<file path="src/pkg/core_pkg.sv">
// shared constants and types of the quad phase fetch/execute core
package core_pkg;
   // ---------------------------------------------------------------
   // widths and program space
   // ---------------------------------------------------------------
   localparam int         PROG_AW       = 11;
   localparam int         INSN_W        = 12;
   localparam int         DATA_W        = 8;
   localparam logic [10:0] RESET_VECTOR  = 11'h000;
   localparam logic [10:0] FLASH_DATA_LO = 11'h600;
   localparam logic [10:0] FLASH_DATA_HI = 11'h63F;
   // ---------------------------------------------------------------
   // data space map and reset values
   // ---------------------------------------------------------------
   localparam logic [7:0] ADDR_INDIRECT = 8'h00;
   localparam logic [7:0] ADDR_PCL      = 8'h02;
   localparam logic [7:0] ADDR_STATUS   = 8'h03;
   localparam logic [7:0] ADDR_POINTER  = 8'h04;
   localparam logic [4:0] UNBANKED_TOP  = 5'h07;
   localparam logic [7:0] STATUS_RESET  = 8'h18;
   localparam logic [7:0] POINTER_RESET = 8'h00;
   localparam logic [7:0] W_RESET       = 8'h00;
   localparam int         ST_C          = 0;
   localparam int         ST_HALF       = 1;
   localparam int         ST_Z          = 2;
   localparam int         ST_PAGE_LO    = 5;
   localparam int         ST_PA1        = 6;
   // ---------------------------------------------------------------
   // instruction classes and sub codes
   // ---------------------------------------------------------------
   localparam logic [1:0] CLS_FILE  = 2'h0;
   localparam logic [1:0] CLS_BIT   = 2'h1;
   localparam logic [1:0] CLS_JUMP  = 2'h2;
   localparam logic [1:0] CLS_LIT   = 2'h3;
   localparam logic [1:0] LIT_MOV   = 2'h0;
   localparam logic [1:0] LIT_AND   = 2'h1;
   localparam logic [1:0] LIT_OR    = 2'h2;
   localparam logic [1:0] LIT_XOR   = 2'h3;
   typedef enum logic [3:0] {PH_ONE = 4'b0001, PH_TWO = 4'b0010,
                             PH_THREE = 4'b0100, PH_FOUR = 4'b1000} phase_t;
   typedef enum logic [3:0] {ALU_ADD = 4'h0, ALU_SUB = 4'h1, ALU_AND = 4'h2,
                             ALU_OR = 4'h3, ALU_XOR = 4'h4, ALU_MOVF = 4'h5,
                             ALU_COM = 4'h6, ALU_INC = 4'h7, ALU_DEC = 4'h8,
                             ALU_RLF = 4'h9, ALU_RRF = 4'hA, ALU_SWAP = 4'hB,
                             ALU_CLR = 4'hC, ALU_PASSW = 4'hD, ALU_MOVK = 4'hE,
                             ALU_NOP = 4'hF} alu_op_t;
endpackage : core_pkg

</file>
<file path="src/pkg/alu_if.sv">
// carrier between the sequencing core and its arithmetic unit
interface alu_if;
   import core_pkg::*;
   alu_op_t    op;
   logic [7:0] a;
   logic [7:0] w;
   logic       cin;
   logic [7:0] res;
   logic [2:0] flags;
   logic [2:0] mask;
   modport core (output op, a, w, cin, input res, flags, mask);
   modport alu  (input op, a, w, cin, output res, flags, mask);
endinterface : alu_if

</file>
<file path="src/verilog/alu_unit.sv">
// eight bit arithmetic unit with carry, half carry and zero flags
module alu_unit import core_pkg::*; (
   alu_if.alu bus
);
   logic [8:0] sum;
   logic [4:0] nib;
   always_comb begin
      sum = 9'h000;
      nib = 5'h00;
      bus.res = bus.a;
      bus.flags = 3'h0;
      bus.mask = 3'h1 << ST_Z;
      unique case (bus.op)
         ALU_ADD: begin
            sum = {1'b0, bus.a} + {1'b0, bus.w};
            nib = {1'b0, bus.a[3:0]} + {1'b0, bus.w[3:0]};
            bus.res = sum[7:0];
            bus.mask = 3'h7;
         end
         ALU_SUB: begin
            // carry out of a + ~w + 1 is the inverted borrow
            sum = {1'b0, bus.a} + {1'b0, ~bus.w} + 9'h001;
            nib = {1'b0, bus.a[3:0]} + {1'b0, ~bus.w[3:0]} + 5'h01;
            bus.res = sum[7:0];
            bus.mask = 3'h7;
         end
         ALU_AND:  bus.res = bus.a & bus.w;
         ALU_OR:   bus.res = bus.a | bus.w;
         ALU_XOR:  bus.res = bus.a ^ bus.w;
         ALU_MOVF: bus.res = bus.a;
         ALU_COM:  bus.res = ~bus.a;
         ALU_INC:  bus.res = bus.a + 8'h01;
         ALU_DEC:  bus.res = bus.a - 8'h01;
         ALU_RLF: begin
            bus.res = {bus.a[6:0], bus.cin};
            sum = {bus.a[7], 8'h00};
            bus.mask = 3'h1 << ST_C;
         end
         ALU_RRF: begin
            bus.res = {bus.cin, bus.a[7:1]};
            sum = {bus.a[0], 8'h00};
            bus.mask = 3'h1 << ST_C;
         end
         ALU_SWAP: begin
            bus.res = {bus.a[3:0], bus.a[7:4]};
            bus.mask = 3'h0;
         end
         ALU_CLR:  bus.res = 8'h00;
         ALU_PASSW: begin
            bus.res = bus.w;
            bus.mask = 3'h0;
         end
         ALU_MOVK, ALU_NOP: begin
            bus.res = bus.a;
            bus.mask = 3'h0;
         end
      endcase
      bus.flags[ST_C]  = sum[8];
      bus.flags[ST_HALF] = nib[4];
      bus.flags[ST_Z]  = (bus.res == 8'h00);
   end
endmodule : alu_unit

</file>
<file path="src/verilog/quad_phase_fetch_execute_core.sv">
// two stage fetch/execute sequencer clocked by four rotating phases
// Contract
// - divide the clock by four into four non-overlapping phases per instruction cycle
// - advance the program counter in phase one, latch the program word in phase four
// - hold the fetched word from phase one, decode and execute in phases one to four
// - read the data operand in phase two, write the destination in phase four
// - fetch of the next word overlaps execution of the current one
// - a program counter change takes two cycles; the prefetched word is discarded
// - twelve bit words arrive on their own program bus, apart from the data bus
// - eight bit unit with add, subtract, shift and logic, two's complement
// - two-operand ops use the accumulator and a file register or a constant
// - the working accumulator feeds the unit and has no data address
// - the unit updates carry, half carry and zero in the status register
// - on subtract carry and half carry mean no borrow
// - special registers, program counter included, reachable directly and indirectly
// - the self-writable data area sits at program addresses 600h to 63Fh; the core has no program write path and only keeps fetches below PROG_WORDS
// - program pages are chosen by page bits of the status register
// - data banks are chosen through the indirect pointer
// - start fetching at 0000h; addresses past the code space wrap inside it
// - a status destination does not overwrite flags the instruction itself sets
module quad_phase_fetch_execute_core import core_pkg::*; #(
   parameter logic [10:0] PROG_WORDS = FLASH_DATA_LO
) (
   input  wire logic        i_core_clk,
   input  wire logic        i_rst,
   input  wire logic [11:0] i_prog_data,
   input  wire logic [7:0]  i_dmem_rdata,
   output logic [10:0]      o_prog_addr,
   output logic             o_phase_one,
   output logic             o_phase_two,
   output logic             o_phase_three,
   output logic             o_phase_four,
   output logic [7:0]       o_dmem_addr,
   output logic             o_dmem_rd,
   output logic             o_dmem_wr,
   output logic [7:0]       o_dmem_wdata,
   output logic [7:0]       o_working,
   output logic [7:0]       o_status,
   output logic [7:0]       o_indirect_pointer,
   output logic             o_exec_valid
);
   // ---------------------------------------------------------------
   // declarations
   // ---------------------------------------------------------------
   phase_t      phase;
   logic [10:0] fetch_pc;
   logic [11:0] instruction_latch;
   logic [10:0] exec_addr;
   logic [10:0] next_addr;
   logic [10:0] fetch_wrap;
   logic [10:0] fetch_inc;
   logic [10:0] target;
   logic [7:0]  operand;
   logic [7:0]  res_q;
   logic [2:0]  flags_q;
   logic [2:0]  mask_q;
   logic [7:0]  eff_addr;
   logic [7:0]  int_rd;
   logic [7:0]  bit_val;
   logic [7:0]  next_status;
   logic [4:0]  f;
   logic [1:0]  cls;
   logic [1:0]  sub;
   logic        is_file;
   logic        is_bit;
   logic        is_goto;
   logic        is_lit;
   logic        internal_sel;
   logic        write_file;
   logic        write_w;
   logic        skip;
   logic        flush_now;
   logic        seen_fetch;
   alu_op_t     op;
   alu_if       alu_bus ();

   function automatic logic [10:0] prog_wrap(input logic [10:0] a);
      // code space ends where the flash data area begins
      return (a >= PROG_WORDS) ? a - PROG_WORDS : a;
   endfunction : prog_wrap

   // ---------------------------------------------------------------
   // phase generator
   // ---------------------------------------------------------------
   always_ff @(posedge i_core_clk or posedge i_rst) begin
      if (i_rst) begin
         phase <= PH_ONE;
      end else begin
         unique case (phase)
            PH_ONE:   phase <= PH_TWO;
            PH_TWO:   phase <= PH_THREE;
            PH_THREE: phase <= PH_FOUR;
            PH_FOUR:  phase <= PH_ONE;
         endcase
      end
   end
   assign o_phase_one   = phase[0];
   assign o_phase_two   = phase[1];
   assign o_phase_three = phase[2];
   assign o_phase_four  = phase[3];

   // ---------------------------------------------------------------
   // decode of the latched word
   // ---------------------------------------------------------------
   assign cls     = instruction_latch[11:10];
   assign sub     = instruction_latch[9:8];
   assign f       = instruction_latch[4:0];
   assign is_file = (cls == CLS_FILE);
   assign is_bit  = (cls == CLS_BIT);
   assign is_goto = (cls == CLS_JUMP) && !instruction_latch[9];
   assign is_lit  = (cls == CLS_LIT);

   always_comb begin
      if (f == 5'h00) begin
         eff_addr = o_indirect_pointer;
      end else if (f <= UNBANKED_TOP) begin
         eff_addr = {3'h0, f};
      end else begin
         eff_addr = {o_indirect_pointer[7:5], f};
      end
   end

   assign next_addr = exec_addr + 11'h001;
   // the accumulator has no entry here, so no address ever reaches it
   always_comb begin
      unique case (eff_addr)
         ADDR_PCL:    int_rd = next_addr[7:0];
         ADDR_STATUS: int_rd = o_status;
         ADDR_POINTER: int_rd = o_indirect_pointer;
         default:     int_rd = 8'h00;
      endcase
   end
   assign internal_sel = (eff_addr == ADDR_INDIRECT) || (eff_addr == ADDR_PCL) ||
                         (eff_addr == ADDR_STATUS) || (eff_addr == ADDR_POINTER);

   always_comb begin
      op = ALU_NOP;
      if (is_file) begin
         op = alu_op_t'(instruction_latch[9:6]);
      end else if (is_bit) begin
         op = ALU_MOVK;
      end else if (is_lit) begin
         unique case (sub)
            LIT_MOV: op = ALU_MOVK;
            LIT_AND: op = ALU_AND;
            LIT_OR:  op = ALU_OR;
            LIT_XOR: op = ALU_XOR;
         endcase
      end
   end

   assign bit_val = sub[0] ? operand | (8'h01 << instruction_latch[7:5])
                           : operand & ~(8'h01 << instruction_latch[7:5]);
   assign skip = is_bit && sub[1] && (operand[instruction_latch[7:5]] == sub[0]);
   assign write_file = (is_file && (instruction_latch[5] || op == ALU_PASSW)) ||
                       (is_bit && !sub[1]);
   assign write_w = (is_file && !instruction_latch[5] && op != ALU_PASSW) || is_lit;

   assign alu_bus.op  = op;
   assign alu_bus.a   = is_lit ? instruction_latch[7:0] : (is_bit ? bit_val : operand);
   assign alu_bus.w   = o_working;
   assign alu_bus.cin = o_status[ST_C];

   alu_unit u_alu (
      .bus (alu_bus)
   );

   // ---------------------------------------------------------------
   // fetch stage and flush
   // ---------------------------------------------------------------
   assign fetch_wrap = prog_wrap(fetch_pc);
   assign fetch_inc  = prog_wrap(fetch_wrap + 11'h001);
   // page bits above the literal or the low byte
   assign target = is_goto ? {o_status[ST_PA1], o_status[ST_PAGE_LO], instruction_latch[8:0]}
                           : {o_status[ST_PA1], o_status[ST_PAGE_LO], 1'b0, res_q};
   assign flush_now = o_exec_valid &&
                      (is_goto || skip || (write_file && eff_addr == ADDR_PCL));

   always_ff @(posedge i_core_clk or posedge i_rst) begin
      if (i_rst) begin
         fetch_pc          <= RESET_VECTOR;
         o_prog_addr       <= RESET_VECTOR;
         instruction_latch <= 12'h000;
         exec_addr         <= RESET_VECTOR;
         o_exec_valid      <= 1'b0;
      end else if (phase == PH_ONE) begin
         o_prog_addr <= fetch_wrap;
         fetch_pc    <= fetch_inc;
      end else if (phase == PH_FOUR) begin
         instruction_latch <= i_prog_data;
         exec_addr         <= o_prog_addr;
         o_exec_valid      <= !flush_now;
         if (flush_now && !skip) begin
            fetch_pc <= prog_wrap(target);
         end
      end
   end

   // ---------------------------------------------------------------
   // data bus and execute stage
   // ---------------------------------------------------------------
   always_ff @(posedge i_core_clk or posedge i_rst) begin
      if (i_rst) begin
         o_dmem_addr  <= 8'h00;
         o_dmem_rd    <= 1'b0;
         o_dmem_wr    <= 1'b0;
         o_dmem_wdata <= 8'h00;
      end else begin
         unique case (phase)
            PH_ONE: begin
               o_dmem_addr <= eff_addr;
               o_dmem_rd   <= o_exec_valid && (is_file || is_bit) && !internal_sel;
            end
            PH_TWO: o_dmem_rd <= 1'b0;
            PH_THREE: begin
               o_dmem_wdata <= alu_bus.res;
               o_dmem_wr    <= o_exec_valid && write_file && !internal_sel;
            end
            PH_FOUR: o_dmem_wr <= 1'b0;
         endcase
      end
   end

   always_ff @(posedge i_core_clk or posedge i_rst) begin
      if (i_rst) begin
         operand <= 8'h00;
         res_q   <= 8'h00;
         flags_q <= 3'h0;
         mask_q  <= 3'h0;
      end else if (phase == PH_TWO) begin
         operand <= internal_sel ? int_rd : i_dmem_rdata;
      end else if (phase == PH_THREE) begin
         res_q   <= alu_bus.res;
         flags_q <= alu_bus.flags;
         mask_q  <= alu_bus.mask;
      end
   end

   always_comb begin
      next_status = o_status;
      if (write_file && eff_addr == ADDR_STATUS) begin
         next_status[7:5] = res_q[7:5];
         // flags the instruction sets are not overwritten by its own result
         if (mask_q == 3'h0) begin
            next_status[2:0] = res_q[2:0];
         end
      end
      next_status[2:0] = (next_status[2:0] & ~mask_q) | (flags_q & mask_q);
   end

   always_ff @(posedge i_core_clk or posedge i_rst) begin
      if (i_rst) begin
         o_working          <= W_RESET;
         o_status           <= STATUS_RESET;
         o_indirect_pointer <= POINTER_RESET;
      end else if (phase == PH_FOUR && o_exec_valid) begin
         if (write_w) begin
            o_working <= res_q;
         end
         o_status <= next_status;
         if (write_file && eff_addr == ADDR_POINTER) begin
            o_indirect_pointer <= res_q;
         end
      end
   end

   always_ff @(posedge i_core_clk or posedge i_rst) begin
      if (i_rst) begin
         seen_fetch <= 1'b0;
      end else if (phase == PH_FOUR) begin
         seen_fetch <= 1'b1;
      end
   end
endmodule : quad_phase_fetch_execute_core

</file>
<file path="config.mk">
export PLATFORM = sky130hd
export DESIGN_NAME = quad_phase_fetch_execute_core
export DESIGN_NICKNAME = d
export VERILOG_FILES = /design/src/pkg/core_pkg.sv /design/src/pkg/alu_if.sv /design/src/verilog/alu_unit.sv /design/src/verilog/quad_phase_fetch_execute_core.sv
export SDC_FILE = /design/constraint.sdc
export NUM_CORES = 1
export LEC_CHECK = 0
export BUFFER_PORTS_ARGS = -buffer_cell sky130_fd_sc_hd__buf_2
export CAP_MARGIN = 20
export CORE_MARGIN = 5
export CORE_UTILIZATION = 35
export CTS_BUF_LIST = sky130_fd_sc_hd__clkbuf_4 sky130_fd_sc_hd__clkbuf_8
export DETAILED_ROUTE_END_ITERATION = 8
export PLACE_DENSITY = 0.61
export SLEW_MARGIN = 20
export SYNTH_ARGS = -nofsm -noshare
export SYNTH_HDL_FRONTEND = slang
export SYNTH_SLANG_ARGS = --single-unit
</file>
<file path="constraint.sdc">
create_clock -name i_core_clk -period 8.1 [get_ports i_core_clk]
set_clock_uncertainty 0.15 [all_clocks]
set_input_delay 1.62 -clock i_core_clk [delete_from_list [all_inputs] [get_ports i_core_clk]]
set_output_delay 1.62 -clock i_core_clk [all_outputs]
set_load 0.01 [all_outputs]
</file>
* Word level (Yosys, flattened, before mapping)
Index checks and enable logic that the tools add are counted.
** Storage, ports and cells
- Flip-flop bits (word level) :: 109
- Word-level logic and storage cells :: 163
- Input bits :: 22
- Bits in latches :: 0
- ROM bits :: 0
- Output and inout bits :: 58
- Memories :: 0
- Bits in writable memories :: 0
** Cells by class
- Add/subtract/negate cells :: 13
- Equality and inequality tests :: 30
- Div/mod/pow operators :: 0
- Magnitude comparators :: 5
- Multipliers :: 0
- Bitwise operators :: 15
- Shift operators :: 1
- Reduce and logical (&&, ||, !) cells :: 52
- Muxes and demuxes :: 29
** Operators by type and width (number)
- $pmux W8 S14 :: 1
- $mux W11 :: 6
- $mux W8 :: 6
- $eq A4 B4 Y1 const B :: 9
- $pmux W9 S4 :: 1
- $ge A11 B11 Y1 const B :: 3
- $sub A11 B11 Y11 const B :: 3
- $pmux W4 S4 :: 2
- $not A8 Y8 :: 3
- $pmux W8 S3 :: 1
- $eq A4 B3 Y1 const B :: 5
- $add A8 B8 Y9 :: 2
- $logic_and A1 B1 Y1 :: 17
- $add A8 B1 Y8 const B :: 2
- $and A8 B8 Y8 :: 2
- $eq A8 B2 Y1 const B :: 2
- $logic_not A8 Y1 :: 2
- $or A8 B8 Y8 :: 2
- $eq A4 B2 Y1 const B :: 3
- $mux W4 :: 3
- $reduce_and A2 Y1 :: 6
- $add A11 B1 Y11 const B :: 1
- $add A4 B4 Y5 :: 2
- $pmux W5 S2 :: 1
- 34 further kinds :: 60

* Logic depth before layout (Yosys ltp)
Gate-level depths: netlist of run 1.
- Word-level depth :: 16
- Gate-level depth with buffers :: 18
- Gate-level depth less buffers :: 15

* Cells and area by module
From an unflattened synthesis of run 1, not the netlist that was laid out.
** Second synthesis, totals
- Cells, all modules :: 904
- Area, all modules :: 7791.2 um^2
** By module, submodules not included
- quad_phase_fetch_execute_core :: area each 5677.9 um^2, cells an instance 591, times used 1
- alu_unit :: area each 2113.3 um^2, cells an instance 313, times used 1

* Least setup slack after synthesis of run 1
OpenSTA, ideal clock, no wires.
- Kind :: reg-to-reg
- From :: register instruction_latch[8]
- To :: register flags_q[2]
- Path buffers :: 1
- Period minus slack after synthesis :: 3.852 ns
- Path slack :: 4.248 ns
- Arrival time :: 3.580 ns
- Required time :: 7.828 ns
- Cell stages (with the launch flop) :: 15
- Library setup time :: 0.122 ns
- Cells stage by stage :: dfrtp_1 buf_2 clkinv_1 ha_1 and4_1 o22ai_2 inv_2 ha_1 a31o_1 a31oi_1 a21oi_1 or3b_1 a32o_1 nor4b_1 a32o_1
** Between the ends
- Word-level cells in the longest chain between the ends :: 9
- Elaborated cells between the ends (all ways) :: 39
** RTL lines
- from (decl) :: line quad_phase_fetch_execute_core.sv:47 : logic [11:0] instruction_latch;
- from (signal assigned) :: line quad_phase_fetch_execute_core.sv:190 : instruction_latch <= i_prog_data;
- parallel branches: the longest is 7 deep, another holds $add A8 B8 Y9
- $pmux W8 S14 * :: line alu_unit.sv:13 : unique case (bus.op)
- $logic_not A8 Y1 * :: line alu_unit.sv:60 : bus.flags[ST_Z] = (bus.res == 8'h00);
- to (signal assigned) :: line quad_phase_fetch_execute_core.sv:234 : flags_q <= alu_bus.flags;
- to (decl) :: line quad_phase_fetch_execute_core.sv:55 : logic [2:0] flags_q;
Every way passes the cells marked *.
A chain may end at the register's enable or synchronous reset.

* Worst setup path in the final report of run 1
- From :: register instruction_latch[10]
- To :: register flags_q[2]
** Between the ends
- Word-level cells in the longest chain between the ends :: 8
- Elaborated cells between the ends (all ways) :: 36
** RTL lines (line)
- parallel branches: the longest is 6 deep, another holds $add A8 B8 Y9
- $pmux W8 S14 * :: alu_unit.sv:13
- $logic_not A8 Y1 * :: alu_unit.sv:60
Marked as above.

==> results by group, run 1 <==
Status
  – Outcome: finished clean

Finish
  – Leading cell type in the layout, fill and taps excluded: dfrtp_1
  – Share of cells above drive strength 1: 18.2%
  – P&R area growth vs syn: 11.1%
  – Highest-count cells in the layout ignoring fill and taps: dfrtp_1, nand2_1, nor2_1
  – Post-layout util: 39.4%
  – Nets: 962
  – N_diodes: 0
  – Final cell count without fillers: 1183

Critical path
  – Cells along the critical path: or3b_1 -> or4_1 -> a31o_2 -> inv_1 -> ha_1 -> fa_1 -> inv_1 -> o21ai_0 -> a21oi_1 -> o31ai_1 -> xnor2_1 -> nand2_1 -> a22oi_1 -> a32o_1
  – Maximum fanout along the worst path: 34
  – Critical path arrival: 5010 ps
  – CP max-delay cell: dfrtp_1
  – CP dominant cell by count: inv_1
  – Sum of buffers and inverters on the critical path: 2
  – R2R Path End: flags_q[2]
  – FF-to-FF path depth: 14
  – Crit path capture type: flip-flop
  – Startpoint Class: flip-flop
  – Worst flop-to-flop path startpoint: instruction_latch[10]
  – Critical path class: flip-flop to flip-flop
  – Worst path required time: 8290 ps
  – Max incr delay on CP: 950 ps
  – Reg2Reg Setup Slack: 3280 ps
  – CP top delay family: compound AO/OA/AOI/OAI gates

Synthesis
  – Post-synth EDFFs: 0
  – Syn Inst Count: 851
  – Seq/Total Area, Yosys: 36.6%
  – Main combinational cell family by area after synthesis: compound AO/OA/AOI/OAI gates
  – XOR/XNOR share of the synthesized area: 2.59%
  – Async SR Flop Fraction: 100%
  – Syn avg cell area: 8.76 µm²
  – Synth Flop Type: dfrtp_1
  – Complex-gate fraction of the synthesized area: 22.0%
  – Post-synth cell types: around 90
  – Simple-gate portion of the synthesized area: 19.8%
  – YS warnings: 0
  – #FFs+latches synth: around 110
  – Mux cell area share after synthesis: 7.36%
  – Fraction of the mapped netlist area in adder cells: 6.41%
  – Synthesized area: 7450 µm²

Die
  – Die Footprint: approximately 24000 µm²
  – Core Rows: 53
  – # IOs: 80
  – Starting density of the core: 35.4%
  – Die Y: ~160 µm
  – Die width: 156 µm
  – Core Box Area: 21000 µm²

Global routing
  – Vias in the first global route: 6518
  – Largest net degree at the start of global routing: 57
  – Total gr overflow: 0
  – Initial antenna violation count: 0
  – First-pass GRT wire length: ~38000 µm
  – Gr usage total: 19.6%

Pwr
  – Switching power: 0.000731 W
  – Pwr/cell area: roughly 220 nW/µm²
  – Clock share of power: 20.0%
  – Internal Power: 0.00107 W
  – Sw Share: 40.5%
  – Comb pwr share: a little over a third
  – Seq pwr share: approximately 45%
  – Max VDD drop: 0.222 mV
  – Total chip power: 0.00180 W
  – Static leakage: between 3 and 4 nW

Place
  – GP Congestion: 1.01
  – Port bufs: 77
  – Placed cell count: 1167
  – DP HPWL: 18100 µm
  – Setup WS pre-CTS: 3370 ps

Hold path
  – Min-Delay Path Depth: 2
  – Origin of the worst min-delay path: o_dmem_addr[1]
  – Hold Path Class: flip-flop to flip-flop
  – Hold EP: o_dmem_addr[1]

Clock network
  – Hold_buf cts: 0
  – CTS clk-pin slew, worst paths: approximately 120 ps
  – CTS tree: yes
  – CTS buffer count: 9
  – Post-CTS Resized: 0
  – # clock sinks: between 100 and 150
  – Clock Path Buffers: 2
  – Skew-Pair Late Insertion Delay: around 400 ps
  – Clk root buf: clkbuf_8
  – # H-tree levels: 3
  – Post-CTS Setup Bufs: 0

Detailed routing
  – Final WL: 24000 µm
  – Routed vias/inst: ~5.8
  – DRC viols: 0
  – Detail Route Antenna Nets: 0
  – DR vias: 6919
  – DRT iter0 DRCs: between 900 and 1000
  – DR WL/cell: between 20 and 25 µm
  – DRT Pass-1 Iters: 6

STA
  – Max Slew Vio Count: 0
  – Final setup margin: 3280 ps
  – Setup TNS: 0 ps
  – Post-route clock period utilization: around 59%
  – Setup violators final: 0
  – Slew @ Worst Pin: 1070 ps
  – Fmax achieved: 0.207 GHz
  – Final hold violation count: 0
  – Minimum clock period: 4820 ps
  – Worst slew margin: 27.9%
  – RSZ-0062 raised after global routing: no

Run
  – Maxcap violations: 0
==> power groups by stage <==
| stage | Sequential (W) | Clock [W] | Combinational (W) |
|---|---|---|---|
| floorplan | 0.000773 | 0 | 0.000443 |
| global placement | 0.000814 | 0 | 0.000624 |
| detailed placement | 0.000815 | 0 | 0.000627 |
| CTS | 0.000804 | 0.000371 | 0.000630 |
| global route | 0.000824 | 0.000388 | 0.000709 |
| finish | 0.000806 | 0.000361 | 0.000638 |
==> per-stage QoR <==
stage          cell area (µm²)  hold slack [ps]
2_1_floorplan             7450              292
3_3_place_gp              8060              307
3_5_place_dp              8060              315
4_1_cts                   8280              341
5_1_grt                   8280              370
6_report                  8280              335
==> registers in the layout (all words and copies together) (netlist names), named ones only <==
name / cells
phase: 4
instruction_latch: 12
o_dmem_rd: 1
operand: 8
o_prog_addr: 11
o_dmem_wdata: 8
fetch_pc: 11
o_dmem_addr: 8
o_exec_valid: 1
o_working: 8
o_status: 3
res_q: 8
mask_q: 3
o_indirect_pointer: 8
o_dmem_wr: 1
exec_addr: 8
flags_q: 3
==> synthesized netlist by cell type, types with 8 or more instances <==
library cell	instances	area share (%)
mux2i_1	12	1.6
ha_1	35	5.9
nor3_1	17	1.1
o21ai_0	55	3.7
dfrtp_1	108	36
nor2_1	80	4.0
nand2_1	106	5.3
xnor2_1	16	1.9
o22ai_1	9	0.76
a211oi_1	12	1.2
nand3_1	17	1.1
clkbuf_1	27	1.4
nand2b_1	12	1.0
o2111ai_1	9	1.1
mux2_2	34	5.1
nor4b_1	8	0.94
a31oi_1	16	1.3
a21o_1	11	1.1
a221oi_1	10	1.2
a21oi_1	56	3.8
buf_2	9	0.60
inv_1	40	2.0
==> layout make-up <==
class / count / area, µm²
timing repair buffer: 86 / 453
sequential: 109 / 2730
inverter: 44 / 168
tap: 275 / 344
clock inverter: 7 / 91.3
fill: 2161 / 12700
clock buffer: 9 / 124
multi-input combinational: 653 / 4370
==> worst max path at each step <==
stage,slack [ps],depth (start not counted),start,to
2_1_floorplan,3460,1,i_rst,async pin
3_3_place_gp,3420,14,instruction_latch[10],flags_q[2]
3_5_place_dp,3370,14,instruction_latch[10],flags_q[2]
4_1_cts,3320,14,instruction_latch[10],flags_q[2]
5_1_grt,2930,14,instruction_latch[10],flags_q[2]
6_report,3280,14,instruction_latch[10],flags_q[2]
==> worst register-to-register path: cells and delay by family, from the launching register on <==
family,cells,cell delay [ps]
AOI/OAI and AO/OA,6,1660
buffers and inverters,2,280
xor gates and xnor gates,1,170
adders and majority gates,2,510
and+or+nand+nor,3,1050
DFF,1,950
==> cells by family after synthesis <==
| kind of cell | count (synthesis) |
|---|---|
| fa+ha+maj | 37 |
| xor+xnor | 22 |
| other cells | 1 |
| mux | 48 |
| simple gates | 300 |
| flops | 109 |
| buf+inv | 90 |
| compound gates | 244 |
==> per-layer routing <==
layer / global-route usage [%] / wire, µm / share of wire [%] / vias to the layer above
met3: 3.74 / 1900 / 7.9 / 58
li1: - / - / - / 3217
met5: 0 / 0 / 0 / -
met4: 6.00 / 672 / 2.8 / 0
met2: 28.1 / 10200 / 42 / 321
met1: 29.7 / 11300 / 47 / 3323
Power figures use the tool's default switching activity.
==> inputs of run 2 (changes only) <==
==> constraint.sdc (replaced) <==
create_clock -name i_core_clk -period 4.8 [get_ports i_core_clk]
set_clock_uncertainty 0.15 [all_clocks]
set_input_delay 0.96 -clock i_core_clk [delete_from_list [all_inputs] [get_ports i_core_clk]]
set_output_delay 0.96 -clock i_core_clk [all_outputs]
set_load 0.01 [all_outputs]
==> run 2 against run 1 <==
Compared with the run above: clock-buffer cell count grew 3; final cell count is 1.4% higher; via count increased by 0.29%; hold slack got worse by 7.9 ps; wire length is 2.3% higher; non-clock buffer count rose by 17; first-iteration DRC count fell by 25%; setup slack got worse by 2900 ps; largest power group unchanged.
==> results by group, run 2 (synthesized netlist as in run 1, its figures left out) <==
Status
  – Outcome: finished clean

STA
  – Setup TNS: 0 ps
  – Worst slew margin: about 26%
  – Minimum clock period: 4440 ps
  – Post-route clock period utilization: 92.5%
  – Slew @ Worst Pin: 1110 ps
  – RSZ-0062 raised after global routing: no
  – Final hold violation count: 0
  – Fmax achieved: 0.225 GHz
  – Max Slew Vio Count: 0
  – Final setup margin: around 360 ps
  – Setup violators final: 0

Detailed routing
  – DRT Pass-1 Iters: 5
  – DR vias: 6939
  – Final WL: 24600 µm
  – DRT iter0 DRCs: between 700 and 800
  – Detail Route Antenna Nets: 0
  – DR WL/cell: about 20 µm
  – DRC viols: 0
  – Routed vias/inst: ~5.8

Place
  – GP Congestion: 0.924
  – Port bufs: 77
  – Setup WS pre-CTS: between 400 and 500 ps
  – DP HPWL: 18800 µm

Die
  – Core Box Area: 21000 µm²
  – Die width: 156 µm
  – Die Footprint: 24300 µm²
  – Die Y: about 160 µm
  – # IOs: 80
  – Core Rows: 53
  – Starting density of the core: 35.4%

Run
  – Maxcap violations: 0

Finish
  – Share of cells above drive strength 1: 19.7%
  – Max reg flops: 12
  – N_diodes: 0
  – P&R area growth vs syn: 12.9%
  – Nets: 979
  – Top Registers: instruction_latch: 12 flops, fetch_pc: 11 flops, o_prog_addr: 11 flops
  – Biggest register: instruction_latch
  – Fill count: 2141
  – Highest-count cells in the layout ignoring fill and taps: dfrtp_1, nand2_1, nor2_1
  – Leading cell type in the layout, fill and taps excluded: dfrtp_1

Critical path
  – Worst flop-to-flop path startpoint: instruction_latch[8]
  – FF-to-FF path depth: 13
  – CP startpoint: instruction_latch[8]
  – Worst path required time: 4930 ps
  – Critical path class: flip-flop to flip-flop
  – Maximum fanout along the worst path: 11
  – Critical path arrival: 4570 ps
  – R2R Path End: flags_q[2]
  – Crit path capture type: flip-flop
  – CP endpoint: flags_q[2]
  – Reg2Reg Setup Slack: 360 ps
  – Startpoint Class: flip-flop

Clock network
  – # H-tree levels: 3
  – Post-CTS Resized: 0
  – Clk root buf: clkbuf_8
  – Clock Path Buffers: 2
  – CTS clk-pin slew, worst paths: 100 ps
  – Skew-Pair Late Insertion Delay: approximately 380 ps
  – # clock sinks: 109
  – Hold_buf cts: 0
  – Post-CTS Setup Bufs: 0
  – CTS buffer count: 9
  – CTS tree: yes

Global routing
  – Largest net degree at the start of global routing: 43
  – Initial antenna violation count: 0
  – Gr usage total: approximately a fifth
  – First-pass GRT wire length: around 39000 µm
  – Total gr overflow: 0
  – Vias in the first global route: 6709

Hold path
  – Hold Path Class: flip-flop to flip-flop

Pwr
  – Static leakage: 3.74 nW
  – Max VDD drop: 0.306 mV
  – Pwr/cell area: 368 nW/µm²
[run 2: changes by cell type in the layout (fill, tap and decap cells not counted)]
cell	before	now
clkinv_8	1	0
inv_8	1	0
clkbuf_4	0	3
clkinv_4	1	0
buf_4	9	26
clkinv_2	0	1
inv_6	2	1
bufinv_16	1	2
clkinvlp_4	1	0
[run 2: power by group]
| part | switching, W | internal (W) |
|---|---|---|
| registers | 0.000255 | 0.00109 |
| logic | 0.000640 | 0.000478 |
| clock network | 0.000316 | 0.000313 |
| total | 0.00121 | 0.00189 |
[run 2: critical path, stage by stage, from the launching register on]
cell      delay (ps)
dfrtp_1          560
clkinv_1         370
ha_1             460
and4_1           260
o22ai_2          340
inv_2            170
ha_1             410
a31o_1           230
a31oi_1          250
a21oi_1          110
or3b_1           360
a32o_1           280
nor4b_1          150
a32o_1           250
[run 2: how the worst min path moves through the flow]
stage	startpoint	endpoint	slack [ps]	depth (start not counted)
final	o_dmem_addr[3]	o_dmem_addr[3]	330	2
after global routing	o_dmem_addr[7]	o_dmem_addr[7]	360	2
after CTS	flags_q[1]	flags_q[1]	340	2
after detailed placement	o_prog_addr[8]	o_prog_addr[8]	310	2
after global placement	o_prog_addr[8]	o_prog_addr[8]	310	2
after floorplan	flags_q[1]	flags_q[1]	290	2
[run 2: area by class of cell]
cell class	count	area (µm²)	area share (%)
clock inverter	4	73.8	0.878
inverter	44	168	1.99
timing repair buffer	103	581	6.90
multi-input combinational	653	4370	51.9
sequential	109	2730	32.5
clock buffer	12	146	1.74
tap	275	344	4.09
[run 2: metal layers]
metal	global-route usage [%]	vias up	wire length [µm]
met3	3.77	39	1840
met2	29.8	316	10600
met4	5.17	0	547
met1	30.1	3345	11600
li1	-	3239	-
met5	0	-	0
[run 2: metrics by stage]
stage	power (W)	utilization (%)	cell area (µm²)	cells	hold slack, ps
2_1_floorplan	0.00205	-	7450	852	292
3_5_place_dp	0.00247	39.0	8190	1184	312
5_1_grt	0.00330	40.0	8410	1200	363
3_3_place_gp	0.00246	39.0	8190	1184	306
6_report	0.00310	40.0	8410	1200	327
4_1_cts	0.00311	40.0	8410	1200	338
